$ cat src/ffrh_pkg.sv
package ffrh_pkg;
   // ==========================================
   // Widths
   localparam int NCH = 2;
   localparam int BYTE_W = 8;
   localparam int WORD_W = 16;
   localparam int CNT_W = WORD_W + 1;
   localparam int FIFO_W = 1 + 1 + BYTE_W;
   localparam int FIFO_DEPTH_DEF = 8;
   // ==========================================
   // Stream entry layout: channel, last flag, byte
   localparam int FLD_CH = BYTE_W + 1;
   localparam int FLD_LAST = BYTE_W;
   // ==========================================
   // Control word values
   localparam logic [WORD_W-1:0] CHAN_FIRST = 16'h0001;
   localparam logic [WORD_W-1:0] CHAN_SECOND = 16'h0002;
   localparam logic [WORD_W-1:0] RES_OK = 16'h0000;
   localparam logic [WORD_W-1:0] ERR_SIMUL = 16'h7FF0;
   localparam logic [WORD_W-1:0] ERR_PROTO = 16'h7FF2;
   localparam logic [WORD_W-1:0] ERR_CHAN_DEF = 16'h7FFE;
   localparam logic [BYTE_W-1:0] ZERO_BYTE = 8'h00;
   localparam logic [CNT_W-1:0] CNT_ZERO = 17'h0_0000;
   localparam logic [CNT_W-1:0] CNT_ONE = 17'h0_0001;
   localparam logic [CNT_W-1:0] CNT_MAX = 17'h1_FFFF;
   // ==========================================
   // Types
   typedef enum logic [3:0] {
      OP_RECEIVE, OP_CHAN_SET, OP_USER_REG, OP_BUF_RECV, OP_PUSH_SEND,
      OP_BIDIR_SEND, OP_BIDIR_RECV, OP_PROTOCOL, OP_OTHER
   } ffrh_op_t;
   typedef enum logic [1:0] {DS_IDLE, DS_PEND, DS_SHOW} ffrh_done_t;
   // ==========================================
   // Helpers
   function automatic logic is_proto(ffrh_op_t k);
      return (k == OP_PUSH_SEND) || (k == OP_BIDIR_SEND) || (k == OP_BIDIR_RECV) || (k == OP_PROTOCOL);
   endfunction
   function automatic logic chan_ok(logic [WORD_W-1:0] v);
      return (v == CHAN_FIRST) || (v == CHAN_SECOND);
   endfunction
   function automatic logic chan_idx(logic [WORD_W-1:0] v);
      return v == CHAN_SECOND;
   endfunction
   // Capacity in the configured unit; byte mode holds two bytes per word
   function automatic logic [CNT_W-1:0] cap_units(logic [WORD_W-1:0] allow, logic bu);
      return bu ? {allow, 1'b0} : {1'b0, allow};
   endfunction
endpackage

$ cat src/ffrh_stream_if.sv
`timescale 1ns/1ns
interface ffrh_stream_if;
   import ffrh_pkg::*;
   logic [FIFO_W-1:0] data;
   logic valid;
   logic ready;
   modport src (output data, output valid, input ready);
   modport snk (input data, input valid, output ready);
endinterface

$ cat src/ffrh_fifo.sv
`timescale 1ns/1ns
module ffrh_fifo
   import ffrh_pkg::*;
#(
   parameter int W = FIFO_W,
   parameter int D = FIFO_DEPTH_DEF
) (
   // Clock and reset
   input logic clk,
   input logic sys_rst,
   input logic ce,
   // Stream sides
   ffrh_stream_if.snk wr,
   ffrh_stream_if.src rd
);
   localparam int AW = $clog2(D);
   initial begin
      if (D < 2 || (1 << AW) != D || W != FIFO_W) begin
         $error("ffrh_fifo: depth must be a power of two and width must match the entry");
      end
   end
   logic [W-1:0] mem [D];
   logic [AW-1:0] wp;
   logic [AW-1:0] rp;
   logic [AW:0] cnt;
   logic push;
   logic load;
   logic [AW:0] next_cnt;
   // ==========================================
   // Output register stage keeps read data straight off a flop
   assign push = wr.valid && wr.ready;
   assign load = (cnt != '0) && (!rd.valid || rd.ready);
   assign next_cnt = cnt + (AW+1)'(push) - (AW+1)'(load);
   always_ff @(posedge clk) begin
      if (ce && push) begin
         mem[wp] <= wr.data;
      end
   end
   always_ff @(posedge clk or posedge sys_rst) begin
      if (sys_rst) begin
         wp <= '0;
         rp <= '0;
         cnt <= '0;
         wr.ready <= 1'b0;
         rd.valid <= 1'b0;
         rd.data <= '0;
      end else if (ce) begin
         wp <= wp + AW'(push);
         rp <= rp + AW'(load);
         cnt <= next_cnt;
         wr.ready <= next_cnt != (AW+1)'(D);
         if (load) begin
            rd.data <= mem[rp];
            rd.valid <= 1'b1;
         end else if (rd.ready) begin
            rd.valid <= 1'b0;
         end
      end
   end
   a_fifo_bound: assert property (@(posedge clk) disable iff (sys_rst)
      cnt <= (AW+1)'(D)) else $error("fifo count above depth");
   a_fifo_full: assert property (@(posedge clk) disable iff (sys_rst)
      (cnt == (AW+1)'(D)) |-> !wr.ready) else $error("fifo takes data while full");
endmodule

$ cat src/ffrh_guard.sv
`timescale 1ns/1ns
module ffrh_guard
   import ffrh_pkg::*;
(
   // Clock and reset
   input logic clk,
   input logic sys_rst,
   input logic ce,
   // Issue and end of instructions
   input logic issue,
   input ffrh_op_t kind,
   input logic ch,
   input logic end_v,
   input ffrh_op_t end_kind,
   input logic end_ch,
   input logic [NCH-1:0] rcv_act,
   // Decisions
   output logic rcv_go,
   output logic rcv_drop,
   output logic [WORD_W-1:0] rcv_code,
   output logic [WORD_W-1:0] ans_code
);
   logic [NCH-1:0] ureg_act;
   logic [NCH-1:0] proto_act;
   // ==========================================
   // Conflict decode, each channel judged on its own flags only
   always_comb begin
      rcv_go = 1'b0;
      rcv_drop = 1'b0;
      rcv_code = RES_OK;
      ans_code = RES_OK;
      if (kind == OP_RECEIVE) begin
         if (rcv_act[ch]) begin
            rcv_drop = 1'b1;
         end else if (proto_act[ch]) begin
            rcv_code = ERR_PROTO;
         end else if (ureg_act[ch]) begin
            rcv_code = ERR_SIMUL;
         end else begin
            rcv_go = 1'b1;
         end
      end else if (rcv_act[ch]) begin
         if (kind == OP_CHAN_SET || kind == OP_USER_REG) begin
            ans_code = ERR_SIMUL;
         end else if (is_proto(kind)) begin
            ans_code = ERR_PROTO;
         end
      end
   end
   // ==========================================
   // Activity of the competing instructions; a start beats an end
   always_ff @(posedge clk or posedge sys_rst) begin
      if (sys_rst) begin
         ureg_act <= '0;
         proto_act <= '0;
      end else if (ce) begin
         for (int i = 0; i < NCH; i++) begin
            if (issue && ch == 1'(i) && ans_code == RES_OK && kind == OP_USER_REG) begin
               ureg_act[i] <= 1'b1;
            end else if (end_v && end_ch == 1'(i) && end_kind == OP_USER_REG) begin
               ureg_act[i] <= 1'b0;
            end
            if (issue && ch == 1'(i) && ans_code == RES_OK && is_proto(kind)) begin
               proto_act[i] <= 1'b1;
            end else if (end_v && end_ch == 1'(i) && is_proto(end_kind)) begin
               proto_act[i] <= 1'b0;
            end
         end
      end
   end
   a_busy_ignored: assert property (@(posedge clk) disable iff (sys_rst)
      (kind == OP_RECEIVE && rcv_act[ch]) |-> (!rcv_go && rcv_code == RES_OK))
      else $error("receive taken on a busy channel");
endmodule

$ cat src/ffrh_top.sv
`timescale 1ns/1ns
// Overview of operation
// First control word picks the channel, 1 or 2.
// Result word gets zero on success, an error code on failure.
// Count word gets the number of items received when finished.
// Count is in bytes or words as the unit setting selects.
// Program sets the allowed word count, at least one, beforehand.
// Received bytes go to consecutive destination words from the head address.
// Data beyond the allowed size is dropped; completion is still normal.
// After truncation the allowed size is reported as the count.
// Program issues the receive in level form only, never pulsed.
// Program issues the receive only while read request is on.
// A second receive on a busy channel is ignored.
// Different channels run at the same time without conflict.
// Channel setting during an active receive fails with 7FF0.
// Program never mixes receive and interrupt buffer receive on a channel.
// Receive and user registration overlapping: the later one fails, 7FF0.
// Other protocol families on the channel give error 7FF2.
// Completion bit on at a scan end, off at the next.
// Status bit off when normal, on with completion when abnormal.
// Error code is in the result word when status bit turns on.
// Operation error sets the system error flag and code word.
// Program issues the receive only while the completion bit is off.
// Result and count are written before the completion bit turns on.
module ffrh_top
   import ffrh_pkg::*;
#(
   parameter int FIFO_DEPTH = FIFO_DEPTH_DEF,
   parameter logic [WORD_W-1:0] ERR_CHAN = ERR_CHAN_DEF
) (
   // Clock, reset, enable
   input logic clk,
   input logic sys_rst,
   input logic ce,
   // Instruction issue from the program
   input logic op_issue,
   input ffrh_op_t op_kind,
   input logic [WORD_W-1:0] op_chan,
   input logic [WORD_W-1:0] op_allow,
   input logic [WORD_W-1:0] op_head,
   input logic op_end,
   input ffrh_op_t op_end_kind,
   input logic [WORD_W-1:0] op_end_chan,
   output logic op_ans_valid,
   output logic [WORD_W-1:0] op_ans_code,
   // Configuration and scan timing
   input logic byte_units,
   input logic scan_end,
   input logic sys_err_clr,
   // Received serial data
   input logic rx_valid,
   input logic [BYTE_W-1:0] rx_data,
   input logic rx_chan,
   input logic rx_last,
   output logic rx_ready,
   // Destination device writes
   input logic dev_hold,
   output logic dev_we,
   output logic [WORD_W-1:0] dev_addr,
   output logic [WORD_W-1:0] dev_data,
   // Per channel results
   output logic [NCH-1:0][WORD_W-1:0] result_word,
   output logic [NCH-1:0][WORD_W-1:0] count_word,
   output logic [NCH-1:0] completion_bit,
   output logic [NCH-1:0] completion_status,
   // System error
   output logic system_error_flag,
   output logic [WORD_W-1:0] system_error_code_word
);
   initial begin
      if (FIFO_DEPTH < 2) begin
         $error("ffrh_top: fifo depth too small");
      end
   end
   // ==========================================
   // Receive fifo
   ffrh_stream_if push_if();
   ffrh_stream_if pop_if();
   assign push_if.valid = rx_valid && ce;
   assign push_if.data = {rx_chan, rx_last, rx_data};
   assign rx_ready = push_if.ready;
   // Destination back-pressure reaches the serial side through the fifo
   assign pop_if.ready = ce && !dev_hold;
   ffrh_fifo #(.W(FIFO_W), .D(FIFO_DEPTH)) u_fifo (
      .clk(clk),
      .sys_rst(sys_rst),
      .ce(ce),
      .wr(push_if),
      .rd(pop_if)
   );
   // ==========================================
   // Issue decode and arbitration
   logic iss_ok;
   logic iss_ch;
   logic g_go;
   logic g_drop;
   logic [WORD_W-1:0] g_code;
   logic [WORD_W-1:0] g_ans;
   logic [NCH-1:0] act;
   logic acc;
   logic rej;
   assign iss_ok = op_issue && chan_ok(op_chan);
   assign iss_ch = chan_idx(op_chan);
   assign acc = iss_ok && op_kind == OP_RECEIVE && g_go;
   assign rej = iss_ok && op_kind == OP_RECEIVE && !g_go && !g_drop;
   ffrh_guard u_guard (
      .clk(clk),
      .sys_rst(sys_rst),
      .ce(ce),
      .issue(iss_ok),
      .kind(op_kind),
      .ch(iss_ch),
      .end_v(op_end && chan_ok(op_end_chan)),
      .end_kind(op_end_kind),
      .end_ch(chan_idx(op_end_chan)),
      .rcv_act(act),
      .rcv_go(g_go),
      .rcv_drop(g_drop),
      .rcv_code(g_code),
      .ans_code(g_ans)
   );
   always_ff @(posedge clk or posedge sys_rst) begin
      if (sys_rst) begin
         op_ans_valid <= 1'b0;
         op_ans_code <= RES_OK;
      end else if (ce) begin
         op_ans_valid <= iss_ok && op_kind != OP_RECEIVE;
         op_ans_code <= g_ans;
      end
   end
   // ==========================================
   // Per channel receive engines
   logic [NCH-1:0][WORD_W-1:0] head;
   logic [NCH-1:0][WORD_W-1:0] allow;
   logic [NCH-1:0][CNT_W-1:0] woff;
   logic [NCH-1:0][CNT_W-1:0] nbytes;
   logic [NCH-1:0] phase;
   logic [NCH-1:0][BYTE_W-1:0] lo;
   logic pop;
   logic e_ch;
   logic e_last;
   logic [BYTE_W-1:0] e_byte;
   logic hit;
   logic wr_ev;
   logic [NCH-1:0] fin;
   logic [CNT_W-1:0] nb_now;
   assign pop = pop_if.valid && pop_if.ready;
   assign e_ch = pop_if.data[FLD_CH];
   assign e_last = pop_if.data[FLD_LAST];
   assign e_byte = pop_if.data[BYTE_W-1:0];
   // Bytes for a channel with no receive pending are consumed and lost
   assign hit = pop && act[e_ch];
   assign wr_ev = hit && (phase[e_ch] || e_last);
   assign nb_now = (nbytes[e_ch] == CNT_MAX) ? CNT_MAX : nbytes[e_ch] + CNT_ONE;
   always_comb begin
      for (int i = 0; i < NCH; i++) begin
         fin[i] = (hit && e_last && e_ch == 1'(i)) || (rej && iss_ch == 1'(i));
      end
   end
   always_ff @(posedge clk or posedge sys_rst) begin
      if (sys_rst) begin
         act <= '0;
         head <= '0;
         allow <= '0;
         woff <= '0;
         nbytes <= '0;
         phase <= '0;
         lo <= '0;
      end else if (ce) begin
         for (int i = 0; i < NCH; i++) begin
            if (acc && iss_ch == 1'(i)) begin
               act[i] <= 1'b1;
               head[i] <= op_head;
               allow[i] <= op_allow;
               woff[i] <= CNT_ZERO;
               nbytes[i] <= CNT_ZERO;
               phase[i] <= 1'b0;
            end else if (hit && e_ch == 1'(i)) begin
               phase[i] <= !phase[i];
               lo[i] <= e_byte;
               nbytes[i] <= nb_now;
               if ((phase[i] || e_last) && woff[i] != CNT_MAX) begin
                  woff[i] <= woff[i] + CNT_ONE;
               end
               if (e_last) begin
                  act[i] <= 1'b0;
               end
            end
         end
      end
   end
   // ==========================================
   // Destination write port, low byte first in each word
   always_ff @(posedge clk or posedge sys_rst) begin
      if (sys_rst) begin
         dev_we <= 1'b0;
         dev_addr <= '0;
         dev_data <= '0;
      end else if (ce) begin
         dev_we <= wr_ev && woff[e_ch] < {1'b0, allow[e_ch]};
         dev_addr <= head[e_ch] + woff[e_ch][WORD_W-1:0];
         dev_data <= phase[e_ch] ? {e_byte, lo[e_ch]} : {ZERO_BYTE, e_byte};
      end
   end
   // ==========================================
   // Result and count words
   function automatic logic [WORD_W-1:0] count_units(logic [CNT_W-1:0] nb, logic [WORD_W-1:0] lim, logic bu);
      logic [CNT_W-1:0] units;
      logic [CNT_W-1:0] cap;
      units = bu ? nb : CNT_W'((nb + CNT_ONE) >> 1);
      cap = cap_units(lim, bu);
      return (units < cap) ? units[WORD_W-1:0] : cap[WORD_W-1:0];
   endfunction
   logic [NCH-1:0] err_p;
   always_ff @(posedge clk or posedge sys_rst) begin
      if (sys_rst) begin
         result_word <= '0;
         count_word <= '0;
         err_p <= '0;
      end else if (ce) begin
         for (int i = 0; i < NCH; i++) begin
            if (fin[i]) begin
               // Written in the finishing cycle, ahead of any scan end
               result_word[i] <= rej && iss_ch == 1'(i) ? g_code : RES_OK;
               count_word[i] <= rej && iss_ch == 1'(i) ? RES_OK
                  : count_units(nb_now, allow[i], byte_units);
               err_p[i] <= rej && iss_ch == 1'(i);
            end
         end
      end
   end
   // ==========================================
   // Completion bits, paced by scan end
   ffrh_done_t st [NCH];
   logic [NCH-1:0] again;
   always_ff @(posedge clk or posedge sys_rst) begin
      if (sys_rst) begin
         for (int i = 0; i < NCH; i++) begin
            st[i] <= DS_IDLE;
         end
         again <= '0;
         completion_bit <= '0;
         completion_status <= '0;
      end else if (ce) begin
         for (int i = 0; i < NCH; i++) begin
            unique case (st[i])
               DS_IDLE: begin
                  if (fin[i]) begin
                     st[i] <= DS_PEND;
                  end
               end
               DS_PEND: begin
                  if (scan_end) begin
                     st[i] <= DS_SHOW;
                     completion_bit[i] <= 1'b1;
                     completion_status[i] <= err_p[i];
                  end
               end
               DS_SHOW: begin
                  // A finish seen while showing is queued, never lost
                  if (scan_end) begin
                     st[i] <= (fin[i] || again[i]) ? DS_PEND : DS_IDLE;
                     again[i] <= 1'b0;
                     completion_bit[i] <= 1'b0;
                     completion_status[i] <= 1'b0;
                  end else if (fin[i]) begin
                     again[i] <= 1'b1;
                  end
               end
            endcase
         end
      end
   end
   // ==========================================
   // System error; a new error wins over a clear
   always_ff @(posedge clk or posedge sys_rst) begin
      if (sys_rst) begin
         system_error_flag <= 1'b0;
         system_error_code_word <= RES_OK;
      end else if (ce) begin
         if (op_issue && !chan_ok(op_chan)) begin
            system_error_flag <= 1'b1;
            system_error_code_word <= ERR_CHAN;
         end else if (sys_err_clr) begin
            system_error_flag <= 1'b0;
         end
      end
   end
   // ==========================================
   // Checks
   a_done_one_scan: assert property (@(posedge clk) disable iff (sys_rst)
      (ce && completion_bit[0] && scan_end) |=> !completion_bit[0])
      else $error("completion bit held past one scan");
   a_done_at_scan: assert property (@(posedge clk) disable iff (sys_rst)
      $rose(completion_bit[1]) |-> $past(scan_end) && $past(st[1]) == DS_PEND)
      else $error("completion bit rose away from a scan end");
   a_status_aligned: assert property (@(posedge clk) disable iff (sys_rst)
      completion_status[0] |-> completion_bit[0])
      else $error("status bit without completion bit");
   a_status_code: assert property (@(posedge clk) disable iff (sys_rst)
      completion_bit[0] |-> (completion_status[0] == (result_word[0] != RES_OK)))
      else $error("status bit and result word disagree");
   a_count_capped: assert property (@(posedge clk) disable iff (sys_rst)
      completion_bit[0] |-> {1'b0, count_word[0]} <= cap_units(allow[0], byte_units))
      else $error("count above allowed size");
   a_write_bounded: assert property (@(posedge clk) disable iff (sys_rst)
      (ce && wr_ev && woff[e_ch] >= {1'b0, allow[e_ch]}) |=> !dev_we)
      else $error("write beyond allowed size");
   a_words_early: assert property (@(posedge clk) disable iff (sys_rst)
      $rose(completion_bit[0]) |-> $stable(result_word[0]) && $stable(count_word[0]))
      else $error("result changed with completion bit");
   a_channel_setting_op_conflict: assert property (@(posedge clk) disable iff (sys_rst)
      (ce && iss_ok && op_kind == OP_CHAN_SET && act[iss_ch]) |=> op_ans_valid && op_ans_code == ERR_SIMUL)
      else $error("channel setting not refused during receive");
   a_proto_fail: assert property (@(posedge clk) disable iff (sys_rst)
      (ce && rej && g_code == ERR_PROTO) |=> result_word[$past(iss_ch)] == ERR_PROTO)
      else $error("protocol error code not stored");
   a_sys_error: assert property (@(posedge clk) disable iff (sys_rst)
      (ce && op_issue && !chan_ok(op_chan)) |=> system_error_flag && system_error_code_word == ERR_CHAN)
      else $error("system error not raised");
endmodule

$ cat config.mk
export PLATFORM = sky130hd
export DESIGN_NAME = ffrh_top
export DESIGN_NICKNAME = d
export VERILOG_FILES = /design/src/ffrh_pkg.sv /design/src/ffrh_stream_if.sv /design/src/ffrh_fifo.sv /design/src/ffrh_guard.sv /design/src/ffrh_top.sv
export SDC_FILE = /design/constraint.sdc
export NUM_CORES = 1
export LEC_CHECK = 0
export ABC_CLOCK_PERIOD_IN_PS = 24900
export BUFFER_PORTS_ARGS = -buffer_cell sky130_fd_sc_hd__buf_2
export CAP_MARGIN = 30
export CORE_MARGIN = 5
export CORE_UTILIZATION = 40
export DETAILED_ROUTE_END_ITERATION = 10
export GPL_TIMING_DRIVEN = 0
export PLACE_DENSITY = 0.67
export SYNTH_ARGS = -nofsm -noshare
export SYNTH_HDL_FRONTEND = slang
export SYNTH_HIERARCHICAL = 1
export SYNTH_SLANG_ARGS = --single-unit
$ cat constraint.sdc
create_clock -name clk -period 24.9 [get_ports clk]
set_input_delay 0 -clock clk [delete_from_list [all_inputs] [get_ports clk]]
set_output_delay 0 -clock clk [all_outputs]
set_load 0.005 [all_outputs]
==> results.txt <==
Sequential elements use approximately half of the synthesized area. Sorting the synthesized cells by area gives the leading types as dfrtp_1 38%, edfxtp_1 12%, mux2_2 8.8%. On the final layout, the worst hold slack is 0.08832 ns. The global placement routability congestion came out at 0.9411. The number of clock sinks seen by CTS came out at 386. The min-delay analysis places its worst path in the category input port to asynchronous set/reset pin. The routed layout has about 16,000 vias. The cell area that synthesis handed to floorplanning was 0.02020 mm2. The area of the core is roughly 0.050 mm2.

The final critical delay including setup and external delays is 11.02 ns. The setup clock skew after layout is 0.02650 ns. The number of resized instances in the post-cts repair step is 0. The pin count of the biggest net entering global routing is 114. The final worst setup slack is 13.88 ns. The biggest area contributor in the post-synthesis netlist is dfrtp_1. The sum of net half-perimeters after detailed placement came out at roughly 44,000 um. The count of max-cap constraint violations came out at 0. The root buffer cell chosen for the clock tree is clkbuf_16. The cell with the largest stage delay on the worst path is a222oi_1. The die footprint is ~0.055 mm2. The number of library cell types mapped by synthesis came out at 90.

The max-slew violation count came out at 0. The count of input and output buffers came out at 224. Measured along the x axis, the die boundary spans 234.7 um.

The overall power of the completed layout is 1732 uW. The clock tree from TritonCTS is yes. In this run the number of H-tree levels came out at 2.

Counting flops with an async set or reset pin after synthesis yields a share of between 70 and 80%. The first-pass GRT wire length came out at 93,490 um. The number of vias per cell is approximately 5.5. The startpoint type of the worst setup path is a register. The cell leakage power came out at 0.01163 uW. The period utilization is 44.25%. The maximum clock insertion buffer count is 3. The total of hold buffers inserted after clock tree synthesis came out at a little under 70.

The total number of placement rows is 82. The proportion of synthesized area in mux cells is 14.37%. The final-layout fill cell count is between 4,000 and 5,000. The fraction of the mapped netlist area in adder cells came out at 4.844%. In the synthesized netlist the dominant register cell turns out to be dfrtp_1. The element type at the critical path end is a register. The delay of the slowest critical-path stage is 0.98 ns.

The worst voltage drop across the vdd grid came out at 54.70 uV. The number of antenna diodes in the final layout is 0. The total of endpoints with negative setup slack in the final report came out at 0. At the pin with the least slew margin, the transition time is ~1.1 ns. Global routing finished with a remaining overflow of 0. The number of setup buffers added after CTS is 0.

The post-CTS clock slew at the launch and capture registers of the worst setup and hold paths came out at approximately 0.06 ns. The count of warnings emitted by yosys came out at 6. The residual antenna-violating net count after detailed routing came out at 0.

The number of flops mapped to enable cells by yosys came out at 80. The violation count after the first detailed-route iteration came out at 1,261. Compared with the post-synthesis result, the final layout area differs by 22.05%. The total wirelength of the detailed-routed design is 59,710 um. Summing the areas of all compound-gate instances in the mapped netlist gives about an eighth of the synthesized area. The non-filler instance count after layout came out at between 2,000 and 3,000. The pre-CTS setup slack came out at 14.05 ns. In the final routed layout, each cell accounts on average for 20.80 um. The area fraction of the dominant cell type after synthesis is 37.91%.

The via count of the first global-routing pass came out at 16,190. The flow ran to the end, and the final reports show no timing, DRC or antenna violations. The first TritonRoute pass finished after 8 iterations.

The number of buffers created by CTS came out at 44. The share of synthesized cell area in and, or, nand and nor gates came out at a little under an eighth. The number of hold violations in the final report is 0. The placed cell count is 2,721. The number of instances in the synthesized netlist came out at 1,802. After synthesis, the largest family of logic cells by area is multiplexers.

The timing-limited maximum frequency came out at 0.09075 GHz. The overall track demand over capacity in global routing came out at a little over a fifth. The type of the worst setup path is register to register. The data required time of the critical path is between 20 and 30 ns.

The floorplan step set the die height to around 230 um. The count of nets after finishing came out at about 2,300. The layout cell share with drive strength beyond 1 came out at 25.75%. The later pin in the worst-skew pair is clocked with a latency of 0.60 ns. The number of primary I/O pins is 228. The remaining max-slew budget at the tightest pin is 29.68%. Data arrives at the worst endpoint at 11.55 ns. In this run the worst path has a maximum fanout of 10.

Adding up every negative setup slack in the final design gives 0 ns. Setup repair after global routing left no endpoint under its margin. The synthesized area divided by synthesized cell count came out at around 11 um2. The number of antenna violations at the first check in global routing is 2. In this run the power density over the cells is 70.23 mW/mm2. For this run, design rule violations remaining after detail routing come to 0.

Counting flops and latches in the post-synthesis netlist gives 386. The post-synthesis share of cell area spent on xor and xnor gates came out at 2.211%. Counting stages on the worst path, the most repeated cell is clkbuf_1.

The effective utilization at floorplan came out at 40.34%.
## final timing paths
check | startpoint | to | slack [ns] | depth (start not counted)
setup / recovery | u_fifo/rd.data[9] | count_word[1] | 13.88 | 31
hold / removal | sys_rst | op_ans_code[1] | 0.09 | 3
setup reg to reg | u_fifo/rd.data[9] | count_word[1] | 13.88 | 31
hold reg to reg | lo[12] | lo[12] | 0.49 | 2
max in group asynchronous | sys_rst | count_word[21] | 23.77 | 4
min in group clk | op_chan[1] | system_error_code_word[1] | 0.09 | 5
## cell type report
class | count | area (um2) | share of cell area [%]
repair buffers | 309 | 1986 | 8.054
multi-input cells | 1264 | 9348 | 37.92
plain buffers | 119 | 683.2 | 2.771
well taps | 672 | 840.8 | 3.410
flip-flops and latches | 386 | 10060 | 40.80
clock inverters | 32 | 442.9 | 1.797
inverters | 41 | 161.4 | 0.6547
clock buffers | 47 | 1132 | 4.593
## cell usage after synthesis, drive strengths merged (37+ instances only)
library cell	count
dfrtp	306
nand2	181
mux2	158
mux2i	111
o21ai	106
nor2	101
edfxtp	80
ha	75
buf	67
a22o	55
a21oi	54
clkbuf	52
inv	41
nand3	37
## per-stage QoR
stage | util, % | instance area [um2]
floorplan | - | 20230
global placement | 44.32 | 22190
detailed placement | 44.69 | 22380
CTS | 49.20 | 24630
global route | 49.24 | 24650
finish | 49.24 | 24650
## sequential cells by signal (all words and copies together), names as in the netlist, 3 cells and up
name,flops
allow,32
count_word,32
dev_addr,16
dev_data,16
head,32
lo,16
nbytes,34
op_ans_code,16
result_word,32
st,4
u_fifo/cnt,4
u_fifo/mem,80
u_fifo/rd.data,10
u_fifo/rp,3
u_fifo/wp,3
woff,34
## layout by cell type, fill, tap and decap left out, types with 10 or more instances in the layout
cell           instances
nor2b_1               14
conb_1                10
clkbuf_16             44
o31ai_1               10
buf_2                230
ha_1                  75
mux2i_1              110
xnor2_1               24
dlygate4sd3_1         68
buf_1                 10
clkbuf_1              53
a22o_1                55
a21oi_1               53
nand3_1               37
a21o_1                32
nor4_1                16
nand3b_1              12
o21ai_0              104
buf_4                 56
xor2_1                27
a32o_1                10
inv_1                 39
dfrtp_1              306
nand2_1              181
edfxtp_1              80
nand4_1               18
mux2_2               158
and2_1                12
nor2_1               100
nor3_1                25
## power by group
part / internal, uW / switching (uW) / total [uW]
Combinational: 146 / 176 / 322
Sequential: 676 / 30.0 / 706
Clock: 419 / 284 / 703
Total: 1240 / 490 / 1730
## cells by family (layout without fill, tap and decap cells)
| kind of cell | after synthesis | after routing |
|---|---|---|
| simple gates | 478 | 478 |
| mux | 269 | 269 |
| compound gates | 379 | 379 |
| flops | 386 | 386 |
| other cells | 2 | 10 |
| xor+xnor | 51 | 51 |
| fa+ha+maj | 77 | 77 |
| buf+inv | 160 | 548 |
## per-layer routing
layer,GRT usage [%],up-vias,wire length (um)
met3,4.995,99,3983
met2,34.60,482,28270
met5,0,-,18
met1,27.85,7854,25860
li1,-,7350,-
met4,6.017,4,1573
## worst max-delay path, delay by kind of cell (launching register included)
family / cells / cell delay, ns
compound gates: 6 / 1.97
fa+ha+maj: 3 / 0.85
simple gates: 7 / 1.94
buf+inv: 12 / 4.72
mux: 3 / 0.88
flops: 1 / 0.58
(Power assumes the default switching activity.)
